--- config.mk ---
export PLATFORM = sky130hd
export DESIGN_NAME = framer_timing_ctrl
export DESIGN_NICKNAME = d
export VERILOG_FILES = /design/src/inc/framer_timing_pkg.sv /design/src/verilog/framer_timing_ctrl.sv
export VERILOG_INCLUDE_DIRS = /design/src /design/src/inc
export SDC_FILE = /design/constraint.sdc
export NUM_CORES = 2
export LEC_CHECK = 0
export BUFFER_PORTS_ARGS = -buffer_cell sky130_fd_sc_hd__buf_2
export CAP_MARGIN = 20
export CORE_MARGIN = 8
export CORE_UTILIZATION = 25
export CTS_CLUSTER_SIZE = 24
export DETAILED_ROUTE_END_ITERATION = 10
export PLACE_DENSITY = 0.48
export SETUP_SLACK_MARGIN = 0.05
export SYNTH_ARGS = -nofsm -noshare
export SYNTH_HDL_FRONTEND = slang
export SYNTH_SLANG_ARGS = --single-unit
--- constraint.sdc ---
create_clock -name sys_clk -period 31 [get_ports sys_clk]
set_input_delay 1.55 -clock sys_clk [delete_from_list [all_inputs] [get_ports sys_clk]]
set_output_delay 1.55 -clock sys_clk [all_outputs]
set_load 0.01 [all_outputs]
--- src/inc/framer_timing_map.svh ---
// Register indices, field positions, reset values and timing constants
// Assumes index addressing: byte address is four times the register index
`ifndef FRAMER_TIMING_MAP_SVH
`define FRAMER_TIMING_MAP_SVH

// Address layout (indices)
`define IDX_W 11
`define IDX_GLOBAL_BIT 10
`define IDX_FRAMER_HI 9
`define IDX_FRAMER_LO 7
`define IDX_OFS_HI 6
`define STANDARD_SELECT_IDX 11'h400
`define E1_SELECT_IDX 11'h401

// Per-framer register offsets within one 80H framer window
`define RESET_OFS_E1 7'h0a
`define RESET_OFS_T1 7'h0d
`define FPC_OFS 7'h20
`define DIV_ONE_OFS 7'h25
`define DIV_TWO_OFS 7'h26
`define ALARM_DETECTOR_OFS 7'h2c
`define FGC_OFS 7'h44
`define RX_DIV_ONE_OFS 7'h7a
`define RX_DIV_TWO_OFS 7'h7b
`define PATH_CFG_OFS 7'h7c
`define BLOCK_EN_OFS 7'h7d
`define TIMING_OFS 7'h7e

// Reset values
`define DIVISOR_RST 8'h2f
`define TIMING_RST 8'h10
`define ZERO_RST 8'h00

// Field positions
`define RESET_BIT 0
`define STD_J_BIT 0
`define FPC_J_BIT 3
`define FPC_ESF_BIT 4
`define ALARM_DETECTOR_J_BIT 5
`define ALARM_DETECTOR_ESF_BIT 4
`define FGC_ESF_BIT 4
`define FGC_J_YEL_BIT 5
`define FGC_J_CRC_BIT 6
`define TIM_MODE_HI 1
`define TIM_MODE_LO 0
`define TIM_RATE_BIT 2
`define TIM_ALT_BIT 4

// Timing
`define CLK_PERIOD_NS 10
`define HW_RESET_MIN_NS 100
`define XTAL_DIVIDE 24

`endif

--- src/inc/framer_timing_pkg.sv ---
// Types shared by the framer timing and defaults block
// Assumes nothing beyond a SystemVerilog compiler
package framer_timing_pkg;

  typedef enum logic [1:0] {REF_SYS_A, REF_SYS_B, REF_SYS_A_DIV8, REF_XTAL_DIV24} ref_sel_t;
  typedef enum logic {LINE_SMOOTHED, LINE_XTAL_DIV24} line_src_t;
  typedef enum logic [1:0] {TX_SLAVE, TX_MASTER, TX_MUX, TX_RSVD} tx_mode_t;

  typedef struct packed {
    ref_sel_t dpll_ref;
    line_src_t line_tx_clock_src;
    logic [7:0] divisor_one;
    logic [7:0] divisor_two;
    logic [7:0] rx_divisor_one;
    logic [7:0] rx_divisor_two;
    logic rx_esf;
    logic tx_esf;
    logic alarm_esf;
    logic rx_j_framing_sel;
    logic alarm_j_sel;
    logic j_crc_framing_sel;
    logic j_yellow_sel;
    logic [7:0] path_cfg;
    logic [7:0] block_en;
    logic framer_reset;
  } framer_ctrl_t;

endpackage

--- src/verilog/framer_timing_ctrl.sv ---
// Eight-framer configuration, reset and transmit timing control
// Assumes an AXI4-Lite master on sys_clk and a synchronous reset pin input
//
// Decided for this implementation: the AXI4-Lite interface to the registers.
`include "framer_timing_map.svh"
`timescale 1ns/1ps
`default_nettype none

module framer_timing_ctrl #(
  parameter int FRAMERS = 8,
  parameter int SLOTS = 10
) (
  // Clock and reset
  input wire logic sys_clk,
  input wire logic rst,
  // Hardware reset pin, synchronous to sys_clk
  input wire logic hw_reset_n,
  // AXI4-Lite write address and data
  input wire logic [12:0] s_axi_awaddr,
  input wire logic s_axi_awvalid,
  output logic s_axi_awready,
  input wire logic [31:0] s_axi_wdata,
  input wire logic [3:0] s_axi_wstrb,
  input wire logic s_axi_wvalid,
  output logic s_axi_wready,
  // AXI4-Lite write response
  output logic [1:0] s_axi_bresp,
  output logic s_axi_bvalid,
  input wire logic s_axi_bready,
  // AXI4-Lite read
  input wire logic [12:0] s_axi_araddr,
  input wire logic s_axi_arvalid,
  output logic s_axi_arready,
  output logic [31:0] s_axi_rdata,
  output logic [1:0] s_axi_rresp,
  output logic s_axi_rvalid,
  input wire logic s_axi_rready,
  // Per-framer control toward the path blocks
  output framer_timing_pkg::framer_ctrl_t framer_ctrl [FRAMERS],
  // Device-wide status
  output logic device_j_mode,
  output logic device_e1_mode,
  output logic device_reset_active,
  output logic xtal_div24_clk
);
  import framer_timing_pkg::*;
  localparam int RST_MIN_CYC = (`HW_RESET_MIN_NS + `CLK_PERIOD_NS - 1) / `CLK_PERIOD_NS;
  localparam int HALF_DIV = `XTAL_DIVIDE / 2;
  typedef enum logic {WR_IDLE, WR_RESP} wr_state_t;
  // ---------------------------------------------------------------
  // Decode helpers
  // ---------------------------------------------------------------
  // Slot of a per-framer register, SLOTS when none
  function automatic logic [3:0] slot_of(input logic [6:0] ofs);
    if (ofs == `FPC_OFS) begin
      slot_of = 4'h0;
    end else if (ofs == `DIV_ONE_OFS) begin
      slot_of = 4'h1;
    end else if (ofs == `DIV_TWO_OFS) begin
      slot_of = 4'h2;
    end else if (ofs == `ALARM_DETECTOR_OFS) begin
      slot_of = 4'h3;
    end else if (ofs == `FGC_OFS) begin
      slot_of = 4'h4;
    end else if (ofs == `TIMING_OFS) begin
      slot_of = 4'h5;
    end else if (ofs == `BLOCK_EN_OFS) begin
      slot_of = 4'h6;
    end else if (ofs == `PATH_CFG_OFS) begin
      slot_of = 4'h7;
    end else if (ofs == `RX_DIV_ONE_OFS) begin
      slot_of = 4'h8;
    end else if (ofs == `RX_DIV_TWO_OFS) begin
      slot_of = 4'h9;
    end else begin
      slot_of = 4'(SLOTS);
    end
  endfunction
  function automatic logic [7:0] slot_reset(input int s);
    if (s == 1 || s == 2 || s == 8 || s == 9) begin
      slot_reset = `DIVISOR_RST;
    end else if (s == 5) begin
      slot_reset = `TIMING_RST;
    end else begin
      slot_reset = `ZERO_RST;
    end
  endfunction
  // Reset bit location follows the line standard
  function automatic logic is_reset_ofs(input logic [6:0] ofs, input logic e1);
    is_reset_ofs = e1 ? (ofs == `RESET_OFS_E1) : (ofs == `RESET_OFS_T1);
  endfunction
  // ---------------------------------------------------------------
  // Hardware reset pin qualification
  // ---------------------------------------------------------------
  logic [7:0] pin_low_cnt_reg;
  logic dev_rst_reg;
  always_ff @(posedge sys_clk or posedge rst) begin
    if (rst) begin
      pin_low_cnt_reg <= 8'h00;
      dev_rst_reg <= 1'b0;
    end else if (hw_reset_n) begin
      pin_low_cnt_reg <= 8'h00;
      dev_rst_reg <= 1'b0;
    end else if (pin_low_cnt_reg < 8'(RST_MIN_CYC - 1)) begin
      pin_low_cnt_reg <= pin_low_cnt_reg + 8'h01;
    end else begin
      dev_rst_reg <= 1'b1;
    end
  end
  // ---------------------------------------------------------------
  // AXI write channel
  // ---------------------------------------------------------------
  wr_state_t wr_state_reg;
  logic [12:0] aw_addr_reg;
  logic aw_held_reg;
  logic [31:0] w_data_reg;
  logic [3:0] w_strb_reg;
  logic w_held_reg;
  logic wr_go;
  logic [`IDX_W-1:0] wr_idx;
  logic [3:0] wr_slot;
  logic [2:0] wr_fr;
  logic wr_global;
  logic wr_ok;
  assign wr_go = (wr_state_reg == WR_IDLE) && aw_held_reg && w_held_reg;
  assign wr_idx = aw_addr_reg[12:2];
  assign wr_fr = wr_idx[`IDX_FRAMER_HI:`IDX_FRAMER_LO];
  assign wr_global = wr_idx[`IDX_GLOBAL_BIT];
  assign wr_slot = slot_of(wr_idx[`IDX_OFS_HI:0]);
  assign wr_ok = wr_global ? (wr_idx == `STANDARD_SELECT_IDX || wr_idx == `E1_SELECT_IDX)
               : (wr_slot != 4'(SLOTS) || is_reset_ofs(wr_idx[`IDX_OFS_HI:0], device_e1_mode));
  always_ff @(posedge sys_clk or posedge rst) begin
    if (rst) begin
      aw_held_reg <= 1'b0;
      aw_addr_reg <= 13'h0000;
      s_axi_awready <= 1'b1;
    end else if (s_axi_awvalid && s_axi_awready) begin
      aw_held_reg <= 1'b1;
      aw_addr_reg <= s_axi_awaddr;
      s_axi_awready <= 1'b0;
    end else if (wr_go) begin
      aw_held_reg <= 1'b0;
    end else if (wr_state_reg == WR_RESP && s_axi_bready) begin
      s_axi_awready <= 1'b1;
    end
  end

  always_ff @(posedge sys_clk or posedge rst) begin
    if (rst) begin
      w_held_reg <= 1'b0;
      w_data_reg <= 32'h0000_0000;
      w_strb_reg <= 4'h0;
      s_axi_wready <= 1'b1;
    end else if (s_axi_wvalid && s_axi_wready) begin
      w_held_reg <= 1'b1;
      w_data_reg <= s_axi_wdata;
      w_strb_reg <= s_axi_wstrb;
      s_axi_wready <= 1'b0;
    end else if (wr_go) begin
      w_held_reg <= 1'b0;
    end else if (wr_state_reg == WR_RESP && s_axi_bready) begin
      s_axi_wready <= 1'b1;
    end
  end

  always_ff @(posedge sys_clk or posedge rst) begin
    if (rst) begin
      wr_state_reg <= WR_IDLE;
      s_axi_bvalid <= 1'b0;
      s_axi_bresp <= 2'h0;
    end else begin
      case (wr_state_reg)
        WR_IDLE: begin
          if (wr_go) begin
            wr_state_reg <= WR_RESP;
            s_axi_bvalid <= 1'b1;
            s_axi_bresp <= wr_ok ? 2'h0 : 2'h2;
          end
        end
        WR_RESP: begin
          if (s_axi_bready) begin
            wr_state_reg <= WR_IDLE;
            s_axi_bvalid <= 1'b0;
          end
        end
        default: begin
          wr_state_reg <= WR_IDLE;
        end
      endcase
    end
  end
  // ---------------------------------------------------------------
  // Global registers
  // ---------------------------------------------------------------
  logic std_j_reg;
  logic std_e1_reg;
  logic byte0_wr;
  assign byte0_wr = wr_go && wr_ok && w_strb_reg[0];
  // Framer resets leave these untouched
  always_ff @(posedge sys_clk or posedge rst) begin
    if (rst) begin
      std_j_reg <= 1'b0;
      std_e1_reg <= 1'b0;
    end else if (dev_rst_reg) begin
      std_j_reg <= 1'b0;
      std_e1_reg <= 1'b0;
    end else if (byte0_wr && wr_idx == `STANDARD_SELECT_IDX) begin
      std_j_reg <= w_data_reg[`STD_J_BIT];
    end else if (byte0_wr && wr_idx == `E1_SELECT_IDX) begin
      std_e1_reg <= w_data_reg[`STD_J_BIT];
    end
  end
  // ---------------------------------------------------------------
  // Per-framer register copies
  // ---------------------------------------------------------------
  logic [7:0] regs_reg [FRAMERS][SLOTS];
  logic [FRAMERS-1:0] fr_rst_reg;
  for (genvar f = 0; f < FRAMERS; f++) begin : g_framer
    logic sel;
    assign sel = byte0_wr && !wr_global && wr_fr == 3'(f);

    // Reset request seen one cycle after the write
    always_ff @(posedge sys_clk or posedge rst) begin
      if (rst) begin
        fr_rst_reg[f] <= 1'b0;
      end else begin
        fr_rst_reg[f] <= sel && w_data_reg[`RESET_BIT]
                         && is_reset_ofs(wr_idx[`IDX_OFS_HI:0], std_e1_reg);
      end
    end

    for (genvar s = 0; s < SLOTS; s++) begin : g_slot
      always_ff @(posedge sys_clk or posedge rst) begin
        if (rst) begin
          regs_reg[f][s] <= slot_reset(s);
        end else if (dev_rst_reg || fr_rst_reg[f]) begin
          regs_reg[f][s] <= slot_reset(s);
        end else if (sel && wr_slot == 4'(s)) begin
          regs_reg[f][s] <= w_data_reg[7:0];
        end
      end
    end

    // Transmit timing decode
    tx_mode_t mode;
    logic rate_hi;
    logic alt;
    ref_sel_t dpll_ref;
    line_src_t line_src;
    assign mode = tx_mode_t'(regs_reg[f][5][`TIM_MODE_HI:`TIM_MODE_LO]);
    assign rate_hi = regs_reg[f][5][`TIM_RATE_BIT];
    assign alt = regs_reg[f][5][`TIM_ALT_BIT];
    always_comb begin
      dpll_ref = REF_SYS_A;
      line_src = LINE_SMOOTHED;
      case (mode)
        TX_SLAVE: begin
          if (!rate_hi && alt) begin
            dpll_ref = REF_SYS_B;
          end else begin
            dpll_ref = REF_SYS_A;
          end
        end
        TX_MASTER: begin
          dpll_ref = REF_XTAL_DIV24;
          line_src = LINE_XTAL_DIV24;
        end
        TX_MUX: begin
          if (rate_hi && alt) begin
            dpll_ref = REF_SYS_A_DIV8;
          end else begin
            dpll_ref = REF_SYS_A;
          end
        end
        default: begin
          dpll_ref = REF_SYS_A;
        end
      endcase
    end

    always_ff @(posedge sys_clk or posedge rst) begin
      if (rst) begin
        framer_ctrl[f] <= '{dpll_ref: REF_SYS_B, line_tx_clock_src: LINE_SMOOTHED,
                            divisor_one: `DIVISOR_RST, divisor_two: `DIVISOR_RST,
                            rx_divisor_one: `DIVISOR_RST, rx_divisor_two: `DIVISOR_RST,
                            path_cfg: `ZERO_RST, block_en: `ZERO_RST,
                            framer_reset: 1'b1, default: 1'b0};
      end else begin
        framer_ctrl[f].dpll_ref <= dpll_ref;
        framer_ctrl[f].line_tx_clock_src <= line_src;
        framer_ctrl[f].divisor_one <= regs_reg[f][1];
        framer_ctrl[f].divisor_two <= regs_reg[f][2];
        framer_ctrl[f].rx_divisor_one <= regs_reg[f][8];
        framer_ctrl[f].rx_divisor_two <= regs_reg[f][9];
        framer_ctrl[f].rx_esf <= regs_reg[f][0][`FPC_ESF_BIT];
        framer_ctrl[f].alarm_esf <= regs_reg[f][3][`ALARM_DETECTOR_ESF_BIT];
        framer_ctrl[f].tx_esf <= regs_reg[f][4][`FGC_ESF_BIT];
        framer_ctrl[f].rx_j_framing_sel <= regs_reg[f][0][`FPC_J_BIT];
        framer_ctrl[f].alarm_j_sel <= regs_reg[f][3][`ALARM_DETECTOR_J_BIT];
        framer_ctrl[f].j_crc_framing_sel <= regs_reg[f][4][`FGC_J_CRC_BIT];
        framer_ctrl[f].j_yellow_sel <= regs_reg[f][4][`FGC_J_YEL_BIT];
        framer_ctrl[f].path_cfg <= regs_reg[f][7];
        framer_ctrl[f].block_en <= regs_reg[f][6];
        framer_ctrl[f].framer_reset <= dev_rst_reg || fr_rst_reg[f];
      end
    end
  end
  // ---------------------------------------------------------------
  // AXI read channel
  // ---------------------------------------------------------------
  logic [`IDX_W-1:0] rd_idx;
  logic [3:0] rd_slot;
  logic [2:0] rd_fr;
  assign rd_idx = s_axi_araddr[12:2];
  assign rd_slot = slot_of(rd_idx[`IDX_OFS_HI:0]);
  assign rd_fr = rd_idx[`IDX_FRAMER_HI:`IDX_FRAMER_LO];
  always_ff @(posedge sys_clk or posedge rst) begin
    if (rst) begin
      s_axi_arready <= 1'b1;
      s_axi_rvalid <= 1'b0;
      s_axi_rdata <= 32'h0000_0000;
      s_axi_rresp <= 2'h0;
    end else if (s_axi_arvalid && s_axi_arready) begin
      s_axi_arready <= 1'b0;
      s_axi_rvalid <= 1'b1;
      s_axi_rresp <= 2'h0;
      s_axi_rdata <= 32'h0000_0000;
      if (rd_idx == `STANDARD_SELECT_IDX) begin
        s_axi_rdata <= {31'h0, std_j_reg};
      end else if (rd_idx == `E1_SELECT_IDX) begin
        s_axi_rdata <= {31'h0, std_e1_reg};
      end else if (!rd_idx[`IDX_GLOBAL_BIT] && rd_slot != 4'(SLOTS)) begin
        s_axi_rdata <= {24'h0, regs_reg[rd_fr][rd_slot]};
      end else if (!rd_idx[`IDX_GLOBAL_BIT]
                   && is_reset_ofs(rd_idx[`IDX_OFS_HI:0], std_e1_reg)) begin
        s_axi_rdata <= 32'h0000_0000;
      end else begin
        s_axi_rresp <= 2'h2;
      end
    end else if (s_axi_rvalid && s_axi_rready) begin
      s_axi_rvalid <= 1'b0;
      s_axi_arready <= 1'b1;
    end
  end
  // ---------------------------------------------------------------
  // Crystal clock divider and status
  // ---------------------------------------------------------------
  logic [4:0] div_cnt_reg;
  // sys_clk stands in for the master crystal clock
  always_ff @(posedge sys_clk or posedge rst) begin
    if (rst) begin
      div_cnt_reg <= 5'h00;
      xtal_div24_clk <= 1'b0;
    end else if (div_cnt_reg == 5'(HALF_DIV - 1)) begin
      div_cnt_reg <= 5'h00;
      xtal_div24_clk <= !xtal_div24_clk;
    end else begin
      div_cnt_reg <= div_cnt_reg + 5'h01;
    end
  end

  always_ff @(posedge sys_clk or posedge rst) begin
    if (rst) begin
      device_j_mode <= 1'b0;
      device_e1_mode <= 1'b0;
      device_reset_active <= 1'b1;
    end else begin
      device_j_mode <= std_j_reg;
      device_e1_mode <= std_e1_reg;
      device_reset_active <= dev_rst_reg;
    end
  end

endmodule // framer_timing_ctrl

`default_nettype wire

==> results summary <==
The run finished with clean final reports. The post-cts hold buffer count came out at 0. The power per unit of standard cell area is 67.5 nW/µm².

The sort of element at the start of the critical path is an input pin. The critical path runs through a total of 7 cells. The cell area after technology mapping is 47,300 µm².

Across the VDD grid, the largest voltage drop is 0.0378 mV. The highest cell delay on the worst timing path came out at 0.85 ns. The worst hold path belongs to the class reg2reg. The multi-input combinational cells in the finished layout cover a total of 16,100 µm². The weighted congestion at the end of routability-driven global placement is 0.798. The Yosys step of the flow raised 0 warnings. The met3 track demand over resource came out at 0.0381. Setup repair after global routing left no endpoint under its margin. Among cell families on the critical path, the largest total delay comes from buffers and inverters. The fraction of layout cells with a size suffix above 1 is 0.322. The final worst setup slack came out at 25.41 ns. The initial utilization of the core area, before any placement, comes to 0.252. The maximum clock path buffer count came out at 3. For this run, the share of the core covered by cells in the final layout is 0.303. In the synthesized netlist the dominant register cell turns out to be dfrtp_1.

At the placement stage, the worst setup path has a slack of 24.39 ns. The worst hold path was traced through 0 stages. In the layout the commonest cells are 822 x dfrtp_1, 663 x nand2_1, 527 x buf_2.

The number of antenna violations at the first check in global routing came out at 25. The most common library cell in the layout ignoring fill and taps is dfrtp_1. The final worst clock skew came out at 0.0350 ns. The register area share after synthesis is 0.632. Using the TritonRoute via totals, the vias-per-cell ratio works out to 4.83. The per-instance average area after synthesis came out at 12.0 µm². The register with the most flip-flops in the layout has 608 of them. The clock sink total came out at 1,178.

By startpoint and endpoint, the worst setup path is classified as in2async. The clock slew at the register clock pins of the worst setup and hold paths came out at 0.06 ns. The setup TNS after final layout came out at 0 ns. The average detailed-routed wire length per instance came out at 27.4 µm. The die area is 203,000 µm².

Summing over every cut layer, the via total after detailed routing is 33,800. Counting every instance in the synthesized netlist gives 3,950. In this run, distinct cell masters in the synthesized netlist total 67. Summed over all nets, the half-perimeter wirelength after detailed placement is 131,000 µm. Walking the worst path, the cells encountered are buf_2, clkinvlp_4, buf_4, buf_4, buf_4, buf_4, buf_4.

The cell area reported after detailed placement is 52,500 µm². 587 I/O pins were placed. The biggest fanout along the worst timing path came out at 71. After detailed routing, the total wire length is 192,000 µm. The required time reported for the critical path endpoint came out at 31.80 ns. The buffering stage count on the worst path with inverters included is 7. Of the available clock period, the critical path in the final layout requires 0.180. Row generation in the floorplan step produced 159 rows. The area of the core is 188,000 µm².

Entering global routing, the biggest net connects 85 pins. The total track usage is 0.183. The layer with the highest usage after global routing is met2. For the pin with the worst max-slew slack, the measured transition is 1.29 ns. Buffers placed on the I/O ports in this run total 529.

In the final design database the tool counted 4,467 nets. The number of enable flip-flop cells after synthesis came out at 0. The H-tree generated during clock tree synthesis spans 4 levels.

Counting stages on the worst path, the most repeated cell is buf_4. In the routed design, unresolved DRC markers number 0. The worst path needs 5.59 ns of the cycle, external delays included.

In this run the horizontal extent of the chip is 451 µm. The root buffer cell chosen for the clock tree is clkbuf_16. The fill cell total of the finished layout is 19,300. The worst register-to-register path has a depth of 7. The post-cts gate resize count is 0. The count of final max-slew check failures is 0. The number of max-cap violations is 0.

The share of flip-flops with an asynchronous set or reset after synthesis is 1.00. The number of failing hold endpoints at the final stage was 0. The peak clock frequency supported by timing came out at 0.179 GHz. The met1 track demand over resource in global routing came out at 0.232. The layout overhead on the synthesized area came out at 20.6%. The via count of the first global-routing pass is 34,100. The met2 demand-to-capacity share in global routing is 0.309. The total area of sequential cells came out at 29,900 µm². The remaining global-route overflow is 0. The cell at the slowest stage of the critical path is buf_4. The clock tree from TritonCTS is yes.

The global-route wire length before repair is 271,000 µm. Post-CTS timing repair inserted 0 buffers for setup. The remaining number of nets flagged by the antenna check after routing is 0. The number of flip-flops and latches in the synthesized netlist came out at 1,178. The number of DRC markers after the initial detailed-route iteration is 3,142. In this run the vertical extent of the chip is 451 µm. Setup violations remaining at the end of the flow were counted as 0. The relative max-transition margin came out at 0.139. The insertion delay of the later-clocked pin in the worst-skew pair is 0.78 ns. The leakage dissipation came out at 25.3 nW. The number of buffers added by the clock tree synthesis step came out at 134. STA classifies the critical path endpoint as an asynchronous set/reset pin.

The cell area after layout is 57,000 µm². The total iterations of the first detailed-routing run came out at 5. Data on the critical path arrives at its endpoint at 6.39 ns.
==> synthesized netlist by cell type, drive strengths merged, types with 2 or more instances <==
cell | count | share of area
nor3b | 7 | 0.0013
clkbuf | 191 | 0.015
buf | 132 | 0.016
nand4b | 4 | 0.00074
nand2b | 16 | 0.0021
mux4 | 164 | 0.078
and3 | 4 | 0.00053
or2 | 6 | 0.00079
ha | 3 | 0.00079
o221ai | 5 | 0.00093
o21ai | 21 | 0.0023
nand3 | 513 | 0.054
or3 | 6 | 0.00079
a221o | 4 | 0.00085
dfrtp | 830 | 0.44
o31ai | 2 | 0.00032
nor3 | 19 | 0.0021
nor4 | 9 | 0.0013
nor2b | 14 | 0.0019
inv | 20 | 0.0016
dfstp | 348 | 0.19
mux2i | 243 | 0.051
o211ai | 5 | 0.00079
and2 | 4 | 0.00056
nor4b | 3 | 0.00056
or4 | 7 | 0.0011
mux2 | 40 | 0.0095
a21oi | 362 | 0.038
clkinv | 8 | 0.00063
nand4 | 11 | 0.0015
a31oi | 4 | 0.00053
xnor2 | 4 | 0.00074
nand2 | 663 | 0.053
a2111oi | 5 | 0.0011
a22oi | 2 | 0.00032
o22ai | 16 | 0.0021
nand3b | 4 | 0.00063
nor2 | 231 | 0.020
xor2 | 5 | 0.00093
==> layout make-up <==
cell class              count  share of cell area
flip-flops and latches   1178               0.525
inverters                  28             0.00191
repair buffers            606              0.0579
well taps                2495              0.0547
clock buffers             195              0.0674
clock inverters            48              0.0111
diodes                      6            0.000263
multi-input cells        2446               0.282
==> power by group <==
group          internal [W]  switching, W
Sequential          0.00166      0.000147
Combinational      0.000116      0.000304
Clock              0.000959      0.000665
Total               0.00274       0.00112
==> final timing paths <==
path	startpoint	end	slack (ns)
max	rst	framer_ctrl[74]	25.41
min	regs_reg[401]	framer_ctrl[320]	0.37
max reg2reg	wr_state_reg	regs_reg[180]	27.22
min reg2reg	regs_reg[401]	framer_ctrl[320]	0.37
max in group sys_clk	s_axi_araddr[10]	s_axi_rdata[2]	25.84
min in group asynchronous	rst	regs_reg[246]	0.98
==> metal layers <==
| metal | routed length, µm | up-vias |
|---|---|---|
| met5 | 23 | - |
| met4 | 7650 | 4 |
| met3 | 11700 | 293 |
| met2 | 94500 | 1302 |
| met1 | 78200 | 17700 |
| li1 | - | 14500 |
==> logic make-up (layout without fill, tap and decap cells) <==
family / count (synthesis) / count (layout) / synth area share
and+or+nand+nor: 1523 / 1523 / 0.143
muxes: 447 / 447 / 0.139
adders and majority gates: 3 / 3 / 0.000793
xor gates and xnor gates: 9 / 9 / 0.00167
DFF: 1178 / 1178 / 0.632
buffers and inverters: 351 / 877 / 0.0333
other: 1 / 32 / 0.0000793
AOI/OAI and AO/OA: 438 / 438 / 0.0499
==> through the flow <==
step           hold WS [ns]  cells  power [W]
2_1_floorplan         0.353   3975    0.00202
5_1_grt               0.370   6998    0.00399
4_1_cts               0.367   6993    0.00390
6_report              0.366   7002    0.00385
3_3_place_gp          0.363   6750    0.00226
3_5_place_dp          0.364   6750    0.00226
(Power assumes the default switching activity.)
